<file path="src/acc_pkg.sv">
// Purpose: Shared constants and types for the converter control block
// Assumes: 50 MHz system clock, APB register access
// Notes:   Printed offsets are not all multiples of four, so they are indices
package acc_pkg;

  // ---------------------------------------------------------------
  // Register indices and byte addresses
  // ---------------------------------------------------------------
  localparam logic [7:0]  IDX_PORT_A_PINS      = 8'h05;
  localparam logic [7:0]  IDX_INTERRUPT_CTRL   = 8'h0B;
  localparam logic [7:0]  IDX_PERIPH_IRQ_FLAGS = 8'h0C;
  localparam logic [7:0]  IDX_CONV_RESULT      = 8'h1E;
  localparam logic [7:0]  IDX_CONVERTER_CTRL   = 8'h1F;
  localparam logic [7:0]  IDX_PORT_A_DIR       = 8'h85;
  localparam logic [7:0]  IDX_PERIPH_IRQ_EN    = 8'h8C;
  localparam logic [7:0]  IDX_PIN_ANALOG_CFG   = 8'h9F;
  localparam logic [7:0]  IDX_CCP_CONTROL      = 8'hC0;
  localparam logic [11:0] ADDR_PORT_A_PINS      = {2'h0, IDX_PORT_A_PINS, 2'h0};
  localparam logic [11:0] ADDR_INTERRUPT_CTRL   = {2'h0, IDX_INTERRUPT_CTRL, 2'h0};
  localparam logic [11:0] ADDR_PERIPH_IRQ_FLAGS = {2'h0, IDX_PERIPH_IRQ_FLAGS, 2'h0};
  localparam logic [11:0] ADDR_CONV_RESULT      = {2'h0, IDX_CONV_RESULT, 2'h0};
  localparam logic [11:0] ADDR_CONVERTER_CTRL   = {2'h0, IDX_CONVERTER_CTRL, 2'h0};
  localparam logic [11:0] ADDR_PORT_A_DIR       = {2'h0, IDX_PORT_A_DIR, 2'h0};
  localparam logic [11:0] ADDR_PERIPH_IRQ_EN    = {2'h0, IDX_PERIPH_IRQ_EN, 2'h0};
  localparam logic [11:0] ADDR_PIN_ANALOG_CFG   = {2'h0, IDX_PIN_ANALOG_CFG, 2'h0};
  localparam logic [11:0] ADDR_CCP_CONTROL      = {2'h0, IDX_CCP_CONTROL, 2'h0};

  // ---------------------------------------------------------------
  // Field positions and reset values
  // ---------------------------------------------------------------
  localparam int CC_POWER_BIT = 0;
  localparam int CC_GO_BIT    = 2;
  localparam int CC_CHAN_LSB  = 3;
  localparam int CC_CLK_LSB   = 6;
  localparam int IRQ_DONE_BIT = 6;
  localparam logic [7:0] CONVERTER_CTRL_RST = 8'h00;
  localparam logic [7:0] PORT_A_DIR_RST     = 8'h1F;
  localparam logic [7:0] PORT_A_DIR_MASK    = 8'h1F;
  localparam logic [7:0] IRQ_FLAGS_RST      = 8'h00;
  localparam logic [7:0] IRQ_FLAGS_MASK     = 8'h47;
  localparam logic [7:0] IRQ_EN_RST         = 8'h00;
  localparam logic [7:0] PIN_CFG_RST        = 8'h00;
  localparam logic [7:0] INTERRUPT_CTRL_RST = 8'h00;
  localparam logic [3:0] CCP_MODE_RST       = 4'h0;
  localparam logic [3:0] CCP_MODE_SPECIAL   = 4'hB;

  // ---------------------------------------------------------------
  // Clock select codes and timing
  // ---------------------------------------------------------------
  localparam logic [1:0] CLKSEL_DIV2  = 2'h0;
  localparam logic [1:0] CLKSEL_DIV8  = 2'h1;
  localparam logic [1:0] CLKSEL_DIV32 = 2'h2;
  localparam logic [1:0] CLKSEL_RC    = 2'h3;
  localparam int CLK_PERIOD_NS = 20;
  localparam int RC_TAD_NS     = 4000;
  localparam int RC_TAD_CYCLES = RC_TAD_NS / CLK_PERIOD_NS;
  localparam logic [7:0] HALF_DIV2  = 8'h01;
  localparam logic [7:0] HALF_DIV8  = 8'h04;
  localparam logic [7:0] HALF_DIV32 = 8'h10;
  localparam logic [7:0] HALF_RC    = 8'(RC_TAD_CYCLES / 2);
  localparam logic [4:0] CONV_HALF_TADS = 5'h13;

  // ---------------------------------------------------------------
  // Carrier types
  // ---------------------------------------------------------------
  typedef struct packed {
    logic [1:0] clkSel;
    logic [2:0] channel;
    logic       go;
    logic       powerOn;
  } acc_ctrl_s;

  typedef struct packed {
    logic [3:0] chanAnalog;
  } acc_pincfg_s;

endpackage

</file>
<file path="src/acc_tad_gen.sv">
// Purpose: Produces half bit period ticks for the converter
// Assumes: Divided settings count system clocks, RC setting emulated
// Notes:   Counter restarts whenever run is low
`timescale 1ns/10ps
`default_nettype none
module acc_tad_gen
  import acc_pkg::*;
(
  // Clock and reset
  input  wire logic       clk,
  input  wire logic       srst,
  // Control
  input  wire logic       run,
  input  wire logic [1:0] clkSel,
  // Tick
  output logic            halfTick
);

  typedef struct packed {
    logic [7:0] cnt;
  } acc_tad_state_s;

  acc_tad_state_s state_reg;
  acc_tad_state_s state_next;
  logic [7:0]     halfLen;

  always_comb begin
    case (clkSel)
      CLKSEL_DIV2:  halfLen = HALF_DIV2;  // [RULE5] [RULE20]
      CLKSEL_DIV8:  halfLen = HALF_DIV8;  // [RULE5] [RULE20]
      CLKSEL_DIV32: halfLen = HALF_DIV32; // [RULE5] [RULE20]
      default:      halfLen = HALF_RC;    // [RULE7]
    endcase
    state_next = state_reg;
    halfTick   = 1'b0;
    if (!run) begin
      state_next.cnt = 8'h00;
    end else if (state_reg.cnt == halfLen - 8'h01) begin
      state_next.cnt = 8'h00;
      halfTick       = 1'b1;
    end else begin
      state_next.cnt = state_reg.cnt + 8'h01;
    end
  end

  always_ff @(posedge clk) begin
    if (srst) begin
      state_reg <= '0;
    end else begin
      state_reg <= state_next;
    end
  end

endmodule
`default_nettype wire

</file>
<file path="src/acc_sar.sv">
// Purpose: Successive approximation of one 8-bit sample
// Assumes: Comparator input comes from the analog front end
// Notes:   One result bit per bit period, MSB first
`timescale 1ns/10ps
`default_nettype none
module acc_sar
  import acc_pkg::*;
(
  // Clock and reset
  input  wire logic       clk,
  input  wire logic       srst,
  // Control
  input  wire logic       start,
  input  wire logic       bitTick,
  input  wire logic       cmpHigh,
  // Approximation
  output logic [7:0]      trial,
  output logic [7:0]      value
);

  typedef struct packed {
    logic [7:0] val;
    logic [7:0] mask;
  } acc_sar_state_s;

  acc_sar_state_s state_reg;
  acc_sar_state_s state_next;

  always_comb begin
    state_next = state_reg;
    if (start) begin
      state_next.val  = 8'h00;
      state_next.mask = 8'h80;
    end else if (bitTick && state_reg.mask != 8'h00) begin
      if (cmpHigh) begin
        state_next.val = state_reg.val | state_reg.mask;
      end
      state_next.mask = state_reg.mask >> 1;
    end
  end

  assign trial = state_reg.val | state_reg.mask;
  assign value = state_reg.val;

  always_ff @(posedge clk) begin
    if (srst) begin
      state_reg <= '0;
    end else begin
      state_reg <= state_next;
    end
  end

endmodule
`default_nettype wire

</file>
<file path="src/acc_adc_ctrl.sv">
// Purpose: Converter control with APB register access
// Assumes: Synchronous pin inputs, comparator supplied from outside
// Notes:   Result register keeps its value across srst
//
// Design decision made here: the APB register port.
`timescale 1ns/10ps
`default_nettype none

// Functional notes
// [RULE1] Analog pins must be set as inputs
// [RULE2] Channel and direction never block conversion
// [RULE3] Analog pins read zero in port register
// [RULE4] Digital input pins remain convertible
// [RULE5] Clock select: /2, /8, /32, RC
// [RULE6] Software avoids too short bit periods
// [RULE7] RC bit period typically 4 us
// [RULE8] RC clock above 1 MHz only sleeping
// [RULE9] Pick faster clock for long periods
// [RULE10] Power on before setting go
// [RULE11] Mode 1011 trigger starts powered conversion
// [RULE12] Trigger clears the sixteen bit timer
// [RULE13] Powered off: trigger ignored, timer cleared
// [RULE14] Select channel, acquire before trigger
// [RULE15] Control resets zero, result keeps value
// [RULE16] Completion loads result, clears go, flags
// [RULE17] Conversion lasts nine and half periods
// [RULE18] Channel codes 0..3, top bit reserved
// [RULE19] Wait two periods before next acquisition
// [RULE20] Divided clock counts oscillator cycles
module acc_adc_ctrl
  import acc_pkg::*;
(
  // Clock and reset
  input  wire logic        clk,
  input  wire logic        srst,
  // APB slave
  input  wire logic        psel,
  input  wire logic        penable,
  input  wire logic        pwrite,
  input  wire logic [11:0] paddr,
  input  wire logic [31:0] pwdata,
  input  wire logic [3:0]  pstrb,
  output logic [31:0]      prdata,
  output logic             pready,
  output logic             pslverr,
  // Port A pins
  input  wire logic [4:0]  portPinIn,
  output logic [4:0]       portPinOut,
  output logic [4:0]       portPinOe,
  // Analog front end
  input  wire logic        cmpHigh,
  output logic [1:0]       muxChannel,
  output logic [7:0]       dacTrial,
  output logic             sampleHold,
  // Capture/compare and timer
  input  wire logic        specialEvent,
  output logic             timerClear,
  // Interrupt line towards the core
  output logic             convIrq
);

  typedef enum logic {ST_IDLE, ST_CONVERT} acc_phase_e;

  typedef struct packed {
    acc_ctrl_s  ctrl;
    logic [7:0] result;
    logic [4:0] portLatch;
    logic [4:0] portDir;
    logic [2:0] pinCfg;
    logic [7:0] irqFlags;
    logic [7:0] irqEn;
    logic [7:0] intCtrl;
    logic [3:0] ccpMode;
    logic [4:0] halfCnt;
    logic       timerClr;
    logic       irqOut;
    logic [31:0] rdata;
    acc_phase_e  phase;
  } acc_state_s;

  acc_state_s  state_reg;
  acc_state_s  state_next;
  acc_pincfg_s pinMap;
  logic        halfTick;
  logic        sarStart;
  logic [7:0]  sarValue;
  logic        wrAcc;
  logic        rdAcc;
  logic        mapped;
  logic        trigStart;
  logic        convDone;
  logic [7:0]  wd;
  logic [7:0]  portRead;

  // ---------------------------------------------------------------
  // Bit clock and approximation register
  // ---------------------------------------------------------------
  acc_tad_gen u_tad (
    .clk      (clk),
    .srst     (srst),
    .run      (state_reg.phase == ST_CONVERT),
    .clkSel   (state_reg.ctrl.clkSel),
    .halfTick (halfTick)
  );

  acc_sar u_sar (
    .clk     (clk),
    .srst    (srst),
    .start   (sarStart),
    .bitTick (halfTick && state_reg.halfCnt[0]),
    .cmpHigh (cmpHigh),
    .trial   (dacTrial),
    .value   (sarValue)
  );

  // ---------------------------------------------------------------
  // Pin configuration decode
  // ---------------------------------------------------------------
  always_comb begin
    case (state_reg.pinCfg)
      3'h4, 3'h5: pinMap.chanAnalog = 4'hB;
      3'h6, 3'h7: pinMap.chanAnalog = 4'h0;
      default:    pinMap.chanAnalog = 4'hF;
    endcase
  end

  // Analog channels read as zero; pin 4 is always digital
  assign portRead = {3'h0, portPinIn[4], portPinIn[3:0] & ~pinMap.chanAnalog}; // [RULE3]

  // ---------------------------------------------------------------
  // APB decode
  // ---------------------------------------------------------------
  assign wrAcc = psel && penable && pwrite && pstrb[0];
  assign rdAcc = psel && !penable && !pwrite;
  assign wd    = pwdata[7:0];

  always_comb begin
    if (paddr == ADDR_PORT_A_PINS) begin
      mapped = 1'b1;
    end else if (paddr == ADDR_INTERRUPT_CTRL) begin
      mapped = 1'b1;
    end else if (paddr == ADDR_PERIPH_IRQ_FLAGS) begin
      mapped = 1'b1;
    end else if (paddr == ADDR_CONV_RESULT) begin
      mapped = 1'b1;
    end else if (paddr == ADDR_CONVERTER_CTRL) begin
      mapped = 1'b1;
    end else if (paddr == ADDR_PORT_A_DIR) begin
      mapped = 1'b1;
    end else if (paddr == ADDR_PERIPH_IRQ_EN) begin
      mapped = 1'b1;
    end else if (paddr == ADDR_PIN_ANALOG_CFG) begin
      mapped = 1'b1;
    end else if (paddr == ADDR_CCP_CONTROL) begin
      mapped = 1'b1;
    end else begin
      mapped = 1'b0;
    end
  end

  // ---------------------------------------------------------------
  // Main state update
  // ---------------------------------------------------------------
  // Trigger start needs power and the special event mode
  assign trigStart = specialEvent && (state_reg.ccpMode == CCP_MODE_SPECIAL)
                     && state_reg.ctrl.powerOn; // [RULE11] [RULE13]
  assign convDone  = (state_reg.phase == ST_CONVERT) && halfTick
                     && (state_reg.halfCnt == CONV_HALF_TADS - 5'h01); // [RULE17]

  always_comb begin
    state_next          = state_reg;
    sarStart            = 1'b0;
    // Timer cleared by every trigger regardless of power
    state_next.timerClr = specialEvent && (state_reg.ccpMode == CCP_MODE_SPECIAL); // [RULE12] [RULE13]

    // Register writes
    if (wrAcc) begin
      if (paddr == ADDR_PORT_A_PINS) begin
        state_next.portLatch = wd[4:0];
      end else if (paddr == ADDR_INTERRUPT_CTRL) begin
        state_next.intCtrl = wd;
      end else if (paddr == ADDR_PERIPH_IRQ_FLAGS) begin
        state_next.irqFlags = wd & IRQ_FLAGS_MASK;
      end else if (paddr == ADDR_CONV_RESULT) begin
        state_next.result = wd;
      end else if (paddr == ADDR_CONVERTER_CTRL) begin
        state_next.ctrl.clkSel  = wd[CC_CLK_LSB +: 2];
        state_next.ctrl.channel = wd[CC_CHAN_LSB +: 3];
        state_next.ctrl.powerOn = wd[CC_POWER_BIT];
        // Go only honoured while already powered; software may also abort
        state_next.ctrl.go      = wd[CC_GO_BIT] && state_reg.ctrl.powerOn; // [RULE10]
      end else if (paddr == ADDR_PORT_A_DIR) begin
        state_next.portDir = wd[4:0];
      end else if (paddr == ADDR_PERIPH_IRQ_EN) begin
        state_next.irqEn = wd & IRQ_FLAGS_MASK;
      end else if (paddr == ADDR_PIN_ANALOG_CFG) begin
        state_next.pinCfg = wd[2:0];
      end else if (paddr == ADDR_CCP_CONTROL) begin
        state_next.ccpMode = wd[3:0];
      end
    end

    if (trigStart) begin
      state_next.ctrl.go = 1'b1; // [RULE11]
    end

    // Conversion sequencing; channel and direction do not gate it
    case (state_reg.phase)
      ST_IDLE: begin
        state_next.halfCnt = 5'h00;
        if (state_reg.ctrl.go && state_reg.ctrl.powerOn) begin // [RULE2] [RULE4]
          state_next.phase = ST_CONVERT;
          sarStart         = 1'b1;
        end
      end
      ST_CONVERT: begin
        if (!state_reg.ctrl.go || !state_reg.ctrl.powerOn) begin
          state_next.phase = ST_IDLE;
        end else if (convDone) begin
          state_next.phase                  = ST_IDLE;
          state_next.result                 = sarValue; // [RULE16]
          state_next.ctrl.go                = 1'b0;     // [RULE16]
          state_next.irqFlags[IRQ_DONE_BIT] = 1'b1;     // [RULE16]
        end else if (halfTick) begin
          state_next.halfCnt = state_reg.halfCnt + 5'h01;
        end
      end
      default: state_next.phase = ST_IDLE;
    endcase

    if (!state_next.ctrl.powerOn) begin
      state_next.ctrl.go = 1'b0;
    end

    state_next.irqOut = |(state_reg.irqFlags & state_reg.irqEn);

    // Read data registered in setup phase
    state_next.rdata = 32'h0000_0000;
    if (rdAcc) begin
      if (paddr == ADDR_PORT_A_PINS) begin
        state_next.rdata[7:0] = portRead;
      end else if (paddr == ADDR_INTERRUPT_CTRL) begin
        state_next.rdata[7:0] = state_reg.intCtrl;
      end else if (paddr == ADDR_PERIPH_IRQ_FLAGS) begin
        state_next.rdata[7:0] = state_reg.irqFlags;
      end else if (paddr == ADDR_CONV_RESULT) begin
        state_next.rdata[7:0] = state_reg.result;
      end else if (paddr == ADDR_CONVERTER_CTRL) begin
        state_next.rdata[7:0] = {state_reg.ctrl.clkSel, state_reg.ctrl.channel,
                                 state_reg.ctrl.go, 1'b0, state_reg.ctrl.powerOn};
      end else if (paddr == ADDR_PORT_A_DIR) begin
        state_next.rdata[7:0] = {3'h0, state_reg.portDir};
      end else if (paddr == ADDR_PERIPH_IRQ_EN) begin
        state_next.rdata[7:0] = state_reg.irqEn;
      end else if (paddr == ADDR_PIN_ANALOG_CFG) begin
        state_next.rdata[7:0] = {5'h00, state_reg.pinCfg};
      end else if (paddr == ADDR_CCP_CONTROL) begin
        state_next.rdata[7:0] = {4'h0, state_reg.ccpMode};
      end
    end else if (psel && penable) begin
      state_next.rdata = state_reg.rdata;
    end
  end

  // ---------------------------------------------------------------
  // Registers; result survives srst
  // ---------------------------------------------------------------
  always_ff @(posedge clk) begin
    if (srst) begin
      state_reg.ctrl      <= acc_ctrl_s'({CONVERTER_CTRL_RST[7:2],
                                          CONVERTER_CTRL_RST[0]}); // [RULE15]
      state_reg.portLatch <= 5'h00;
      state_reg.portDir   <= PORT_A_DIR_RST[4:0];
      state_reg.pinCfg    <= PIN_CFG_RST[2:0];
      state_reg.irqFlags  <= IRQ_FLAGS_RST;
      state_reg.irqEn     <= IRQ_EN_RST;
      state_reg.intCtrl   <= INTERRUPT_CTRL_RST;
      state_reg.ccpMode   <= CCP_MODE_RST;
      state_reg.halfCnt   <= 5'h00;
      state_reg.timerClr  <= 1'b0;
      state_reg.irqOut    <= 1'b0;
      state_reg.rdata     <= 32'h0000_0000;
      state_reg.result    <= state_reg.result; // [RULE15]
      state_reg.phase     <= ST_IDLE;
    end else begin
      state_reg <= state_next;
    end
  end

  // ---------------------------------------------------------------
  // Outputs
  // ---------------------------------------------------------------
  assign prdata     = state_reg.rdata;
  assign pready     = 1'b1;
  assign pslverr    = psel && penable && !mapped;
  assign portPinOut = state_reg.portLatch;
  assign portPinOe  = ~state_reg.portDir;
  assign muxChannel = state_reg.ctrl.channel[1:0]; // [RULE18]
  assign sampleHold = (state_reg.phase == ST_CONVERT);
  assign timerClear = state_reg.timerClr;
  assign convIrq    = state_reg.irqOut;

endmodule
`default_nettype wire

</file>
<file path="config.mk">
export PLATFORM = sky130hd
export DESIGN_NAME = acc_adc_ctrl
export DESIGN_NICKNAME = d
export VERILOG_FILES = /design/src/acc_pkg.sv /design/src/acc_tad_gen.sv /design/src/acc_sar.sv /design/src/acc_adc_ctrl.sv
export SDC_FILE = /design/constraint.sdc
export NUM_CORES = 1
export LEC_CHECK = 0
export BUFFER_PORTS_ARGS = -buffer_cell sky130_fd_sc_hd__buf_2
export CORE_MARGIN = 2
export CORE_UTILIZATION = 40
export CTS_CLUSTER_DIAMETER = 100
export CTS_CLUSTER_SIZE = 40
export DETAILED_ROUTE_END_ITERATION = 10
export GPL_TIMING_DRIVEN = 0
export SLEW_MARGIN = 30
export SYNTH_ARGS = -nofsm -noshare
export SYNTH_HDL_FRONTEND = slang
export SYNTH_HIERARCHICAL = 1
export SYNTH_SLANG_ARGS = --single-unit
</file>
<file path="constraint.sdc">
create_clock -name clk -period 5.15 [get_ports clk]
set_input_delay 0.2575 -clock clk [delete_from_list [all_inputs] [get_ports clk]]
set_output_delay 0.2575 -clock clk [all_outputs]
set_load 0.01 [all_outputs]
</file>
# Yosys cells after proc, flatten, opt, wreduce, memory -nomap -nowiden

Index checks and enable logic that the tools add are counted.

Input bits: 60
Output and inout port bits: 57
Bits in registers: 88
Word-level logic and storage cells: 178

Eq/ne operators: 22
Reduce and logical (&&, ||, !) cells: 39
Multiplexer cells: 77
$add $sub $neg: 3
Bitwise gates (word level): 15

Operator list:

| operator               | count |
|---|---|
| $mux W8                | 17 |
| $mux W7                | 8 |
| $mux W51               | 1 |
| $eq A12 B10 Y1 const B | 4 |
| $mux W4                | 10 |
| $mux W36               | 1 |
| $mux W10               | 3 |
| $mux W5                | 5 |
| $eq A12 B6 Y1 const B  | 2 |
| $eq A12 B7 Y1 const B  | 2 |
| $mux W24               | 1 |
| $mux W1                | 22 |
| $pmux W7 S3            | 1 |
| $logic_and A1 B1 Y1    | 14 |
| $eq A12 B5 Y1 const B  | 1 |
| $eq A3 B3 Y1 const B   | 4 |
| $not A1 Y1             | 10 |
| $pmux W5 S2            | 1 |
| $reduce_and A10 Y1     | 1 |
| $mux W3                | 3 |
| $reduce_and A9 Y1      | 1 |
| $add A8 B1 Y8 const B  | 1 |
| $eq A8 B8 Y1           | 1 |
| $or A8 B8 Y8           | 1 |
| other kinds (29)       | 41 |

# Longest topological paths before layout

Gate-level depths: netlist (run 1).

Depth in word-level cells: 15
Depth in mapped cells: 10
Mapped depth without buffers: 9

# Hierarchy

The synthesis (run 1) kept the hierarchy.

By module, submodules not included:

| module       | times used | cells each | sequential area each (µm²) | area each (µm²) |
|---|---|---|---|---|
| acc_adc_ctrl | 1          | 448        | 1,361.3                    | 3,757.4 |
| acc_sar      | 1          | 71         | 320.3                      | 676.9 |
| acc_tad_gen  | 1          | 43         | 160.2                      | 382.9 |

# Worst setup path after synthesis (run 1)

No wires, ideal clock.

Path type: register to register
Start point: register state_reg[95] (netlist name)
End point: register state_reg[81] (netlist name) (data pin)
Period minus slack after synthesis: 2,397 ps
Buffers on the path: 2
Stages on the path, launching flop included: 9
Required time: 4,881 ps
Arrival: 2,128 ps
Path slack: 2,753 ps
Setup time: 269 ps
Path through: dfxtp_1 -> a211o_1 -> a221oi_2 -> and2_1 -> and3_1 -> nor2b_1 -> buf_1 -> clkbuf_1 -> o21ai_0

RTL lines:

| what                     | RTL line            | text |
|---|---|---|
| start: declaration       | acc_adc_ctrl.sv:81  | `acc_state_s state_reg;` |
| start signal: assignment | acc_adc_ctrl.sv:286 | `state_reg <= state_next;` |

==> flow_metrics.env, run 1 <==
export IMPL_maxCapViolations=0
export IMPL_setup_viol=0
export IMPL_cts_resized=0
export IMPL_tightest_slew_ns=0.909
export IMPL_combPwrFrac_pct=7.4
export IMPL_synth_distinct_cells=66
export IMPL_initial_core_util_pct=40.6
export IMPL_track_usage_pct=21.1
export IMPL_ios=117
export IMPL_drtIter0Drc=252
export IMPL_rsz0062_at_grt="no"
export IMPL_clock_tree_root_cell="clkbuf_16"
export IMPL_dieArea_mm2=0.0129
export IMPL_fp_dieW_um=114
export IMPL_rr_endpoint="state_reg[82]"
export IMPL_period_needed_ns=2.99
export IMPL_p_sw_share_pct=24.6
export IMPL_synth_edff_count=8
export IMPL_grt_remaining_overflow=0
export IMPL_layout_common_cells="80 x dfxtp_1, 63 x buf_2, 59 x nand2_1, 52 x nor2_1, 52 x buf_4"
export IMPL_switching_power_mw=0.347
export IMPL_final_net_count=717
export IMPL_clockBufferDepth=2
export IMPL_clock_sinks=88
export IMPL_fin_setup_tns_ns=0
export IMPL_portBuffers=58
export IMPL_peakVddDrop_mv=0.113
export IMPL_areaGrowthSynthToFinish_pct=17.3
export IMPL_fmax_mhz=335
export IMPL_p_clk_share_pct=43.1
export IMPL_antenna_cells=0
export IMPL_via_per_inst=5.40
export IMPL_core_area_mm2=0.0119
export IMPL_syn_inst=562
export IMPL_seqPwrFrac_pct=49.5
export IMPL_synth_yosys_warnings=6
export IMPL_firstDrtPassIters=5
export IMPL_place_detailed_hpwl_um=10200
export IMPL_ff_latch_area_mm2=0.00184
export IMPL_crit_type="flip-flop to flip-flop"
export IMPL_final_area_mm2=0.00565
export IMPL_power_leakage_nw=2.29
export IMPL_synth_main_ff_cell="dfxtp_1"
export IMPL_clk_latency_ns=0.34
export IMPL_antenna_found_initial=0
export IMPL_syn_mean_instance_area_um2=8.57
export IMPL_mostFrequentLayoutCell="dfxtp_1"
export IMPL_grt_max_degree=18
export IMPL_crit_path_start="state_reg[95]"
export IMPL_synthesis_area_mm2=0.00482
export IMPL_clock_skew_ns=0.00923
export IMPL_fillers=1186
export IMPL_r2r_start="state_reg[95]"
export IMPL_slew_viol_final=0
export IMPL_power_per_cell_area_mw_per_mm2=249
export IMPL_worst_ep_required_time_ns=5.22
export IMPL_crit_arrival_ns=3.06
export IMPL_finalWirelength_um=13500
export IMPL_critPathCaptureType="flip-flop"
export IMPL_wire_per_inst_um=16.7
export IMPL_place_area_mm2=0.00538
export IMPL_startpoint_type="flip-flop"
export IMPL_multi_input_area_mm2=0.00251
export IMPL_clk_transition_reported_paths_ns=0.07
export IMPL_fin_util_pct=47.6
export IMPL_worstRegToRegCells=8
export IMPL_grt_pass1_vias=4062
export IMPL_drc_errors=0
export IMPL_vias=4350
export IMPL_status="finished, final reports clean"
export IMPL_relSlewSlack_pct=39.4
export IMPL_ys_seq_elements=88
export IMPL_hold_slack_ns=0.193
export IMPL_htreeDepth=3
export IMPL_min_path_cells=3
export IMPL_cts_made_buffers=9
export IMPL_intPower_mw=1.06
export IMPL_std_cell_rows=40
export IMPL_cts_hold_buf=0
export IMPL_ys_seq_area_share_pct=38.2
export IMPL_r2r_slack_ns=2.16
export IMPL_ys_async_sr_fraction_pct=0
export IMPL_cts_setup_buffers=0
export IMPL_routabilityCongestion=0.938
export IMPL_drtAntennaViolNets=0
export IMPL_drive_above_1_share_pct=24.0
export IMPL_final_hold_violation_count=0
export IMPL_hp_class="input pin to flip-flop"
export IMPL_largest_reg_flops=46
export IMPL_cts_tree="built"
export IMPL_endpoint="state_reg[82]"
export IMPL_finalCritPeriodShare_pct=58.0
export IMPL_die_y_um=114
export IMPL_worstPathMaxFanout=10
export IMPL_grt_pass1_wl_um=21200
[worst min path at each step]
stage / from / endpoint / slack [ns]
floorplan: srst / u_sar/state_reg[7] / 0.33
global placement: state_reg[47] / state_reg[47] / 0.44
detailed placement: state_reg[49] / state_reg[49] / 0.45
CTS: pwdata[5] / state_reg[49] / 0.18
global route: pwdata[7] / state_reg[51] / 0.20
finish: pwdata[5] / state_reg[49] / 0.19
[per-layer routing]
metal | vias up | part of all wire (%) | GRT usage (%)
met1 | 2056 | 45 | 27.7
met4 | 0 | 2.0 | 8.78
li1 | 2119 | - | -
met2 | 156 | 47 | 35.0
met3 | 19 | 5.9 | 2.92
met5 | - | 0 | 0
[cell usage after synthesis, types with 14 or more instances]
cell type  count  area (um2)
a21oi_1       26         130
nand2_1       59         221
nand4_1       14        87.6
dfxtp_1       80        1600
mux2i_1       29         290
buf_4         52         390
o21ai_0       21         105
nor2_1        52         195
nand3_1       24         120
clkbuf_1      18        67.6
[through the flow]
step	instances	power [mW]	setup slack [ns]
2_1_floorplan	585	0.776	2.75
6_report	806	1.41	2.16
5_1_grt	806	1.45	1.78
3_3_place_gp	790	0.813	2.20
4_1_cts	806	1.42	2.15
3_5_place_dp	790	0.815	2.17
[logic make-up after synthesis]
kind of cell / Yosys count / synth area share, %
AOI/OAI and AO/OA: 109 / 15.0
xor gates and xnor gates: 12 / 2.18
adders and majority gates: 3 / 0.779
muxes: 31 / 6.49
other: 2 / 0.156
buffers and inverters: 89 / 11.4
and+or+nand+nor: 228 / 25.8
DFF: 88 / 38.2
[area by class of cell]
class / instances / share of cell area [%]
clock buffers: 10 / 4.05
repair buffers: 58 / 5.14
clock inverters: 6 / 0.753
plain buffers: 79 / 9.08
inverters: 10 / 0.664
well taps: 147 / 3.26
multi-input cells: 408 / 44.5
flip-flops and latches: 88 / 32.6
[power groups by stage]
| stage | clock, mW | sequential [mW] | combinational [mW] |
|---|---|---|---|
| final | 0.606 | 0.697 | 0.104 |
| after global routing | 0.644 | 0.696 | 0.113 |
| after CTS | 0.617 | 0.696 | 0.103 |
| after detailed placement | 0 | 0.712 | 0.103 |
| after global placement | 0 | 0.712 | 0.102 |
| after floorplan | 0 | 0.711 | 0.0650 |
[critical path: stages (launching register included)]
cell and delay [ns]:
dfxtp_1 0.37, a211o_1 0.32, a221oi_2 0.50, and2_1 0.26, and3_1 0.18, nor2b_1 0.12
buf_1 0.43, clkbuf_1 0.39, o21ai_0 0.15
No activity file was read; power rests on OpenSTA's default activity.
==> inputs of run 2 (changes only) <==
Clock period 5.15 ns to 2.9 ns, I/O delays scaled along.
==> flow_metrics.env, run 2 (synthesized netlist as in run 1, its figures left out) <==
export IMPL_place_detailed_hpwl_um=10200
export IMPL_finalWirelength_um=13500
export IMPL_period_needed_ns=2.57
export IMPL_relSlewSlack_pct=39.7
export IMPL_r2r_start="state_reg[95]"
export IMPL_critPathCaptureType="flip-flop"
export IMPL_cts_tree="built"
export IMPL_worstPathMaxFanout=10
export IMPL_p_sw_share_pct=24.6
export IMPL_clock_tree_root_cell="clkbuf_16"
export IMPL_clk_latency_ns=0.34
export IMPL_fp_dieW_um=114
export IMPL_slew_viol_final=0
export IMPL_layout_common_cells="80 x dfxtp_1, 64 x buf_2, 59 x nand2_1, 52 x nor2_1, 52 x buf_4"
export IMPL_drc_errors=0
export IMPL_maxCapViolations=0
export IMPL_path_buf_inv=2
export IMPL_path_cells="nor3_1 > o21ai_1 > a221oi_4 > and2_1 > and3_1 > nor2b_1 > buf_2 > clkbuf_2 > o21ai_0"
export IMPL_track_usage_pct=21.1
export IMPL_fillers=1185
export IMPL_hp_class="input pin to flip-flop"
export IMPL_ff_latch_area_mm2=0.00184
export IMPL_areaGrowthSynthToFinish_pct=17.6
export IMPL_max_stage_delay_ns=0.46
export IMPL_clock_sinks=88
export IMPL_crit_arrival_ns=2.66
export IMPL_fmax_mhz=388
export IMPL_switching_power_mw=0.614
export IMPL_ios=117
export IMPL_initial_core_util_pct=40.6
export IMPL_grt_pass1_wl_um=21200
export IMPL_combPwrFrac_pct=7.4
export IMPL_crit_path_start="state_reg[95]"
export IMPL_tightest_slew_ns=0.904
export IMPL_antenna_cells=0
export IMPL_crit_type="flip-flop to flip-flop"
export IMPL_place_ws_ns=-0.0783
export IMPL_drive_above_1_share_pct=24.3
export IMPL_peakVddDrop_mv=0.201
export IMPL_mostFrequentLayoutCell="dfxtp_1"
export IMPL_routabilityCongestion=0.938
export IMPL_power_per_cell_area_mw_per_mm2=441
export IMPL_die_y_um=114
export IMPL_final_net_count=717
export IMPL_dieArea_mm2=0.0129
export IMPL_htreeDepth=3
export IMPL_min_delay_start="pwdata[5]"
export IMPL_grt_max_degree=18
export IMPL_vias=4329
export IMPL_worst_ep_required_time_ns=2.98
export IMPL_largest_reg_flops=46
export IMPL_grt_pass1_vias=4062
export IMPL_antenna_found_initial=0
export IMPL_status="finished, final reports clean"
export IMPL_drtAntennaViolNets=0
export IMPL_core_area_mm2=0.0119
export IMPL_std_cell_rows=40
export IMPL_final_hold_violation_count=0
export IMPL_via_per_inst=5.37
export IMPL_final_area_mm2=0.00566
export IMPL_fin_util_pct=47.7
export IMPL_post_place_cells=790
export IMPL_multi_input_area_mm2=0.00252
export IMPL_drtIter0Drc=260
export IMPL_place_area_mm2=0.00538
export IMPL_startpoint_type="flip-flop"
export IMPL_cp_top_family="simple AND/OR/NAND/NOR gates"
export IMPL_grt_remaining_overflow=0
export IMPL_wire_per_inst_um=16.8
export IMPL_cts_made_buffers=9
export IMPL_setup_slack_ns=0.325
export IMPL_intPower_mw=1.88
export IMPL_cts_setup_buffers=0
export IMPL_power_leakage_nw=2.31
export IMPL_clockBufferDepth=2
export IMPL_portBuffers=58
export IMPL_hold_slack_ns=0.0794
export IMPL_firstDrtPassIters=5
export IMPL_clk_transition_reported_paths_ns=0.07
export IMPL_cpMaxStageDelayCell="a221oi_4"
export IMPL_setup_viol=0
export IMPL_seqPwrFrac_pct=49.6
export IMPL_stdcell_count=806
export IMPL_rsz0062_at_grt="no"
export IMPL_clock_skew_ns=0.00721
export IMPL_finalCritPeriodShare_pct=88.8
export IMPL_p_clk_share_pct=43.0
-- run 2: cell counts in the layout (fill, tap and decap cells not counted) --
No cell type changed its count.
-- run 2: final timing paths --
path	end	cells after the start	slack (ns)
hold reg to reg	state_reg[49]	2	0.45
setup / recovery	state_reg[82]	9	0.33
hold / removal	state_reg[49]	3	0.08
setup reg to reg	state_reg[82]	9	0.33
-- run 2: metal layers --
metal | part of all wire [%] | routed length, um | GRT usage (%) | vias up
met1 | 46 | 6160 | 27.7 | 2031
met2 | 47 | 6360 | 35.0 | 154
met4 | 2.1 | 288 | 8.78 | 0
met3 | 5.3 | 721 | 2.92 | 22
met5 | 0 | 0 | 0 | -
li1 | - | - | - | 2122
-- run 2: final cells by class --
class                      instances  share of cell area (%)
timing repair buffer              58                    5.13
multi-input combinational        408                    44.5
sequential                        88                    32.5
inverter                          10                   0.663
buffer                            79                    9.10
clock buffer                      10                    4.04
clock inverter                     6                   0.751
tap                              147                    3.25
-- run 2: power groups by stage --
stage	clock network, mW	logic, mW	registers (mW)
after floorplan	0	0.115	1.26
after global placement	0	0.180	1.26
after detailed placement	0	0.182	1.26
after CTS	1.10	0.183	1.24
after global routing	1.14	0.200	1.24
final	1.07	0.185	1.24
-- run 2: through the flow --
step / setup TNS, ns / power, mW
finish: 0 / 2.50
global placement: -0.0934 / 1.44
detailed placement: -0.149 / 1.45
floorplan: 0 / 1.38
global route: 0 / 2.58
CTS: 0 / 2.52
-- run 2: repair_timing --
item | 4_1_cts | 5_1_grt
endpoints found under the setup margin | 8 | 8
resized for setup | 1 | 3
pin swaps | 0 | 0
hold buffers | 0 | 0
-- run 2: worst reg2reg max path, delay by kind of cell (launching register included) --
| family | cells | cell delay, ns |
|---|---|---|
| buffers and inverters | 2 | 0.51 |
| AND/OR/NAND/NOR | 4 | 0.73 |
| AO/OA/AOI/OAI | 3 | 0.72 |
| flip-flops | 1 | 0.37 |
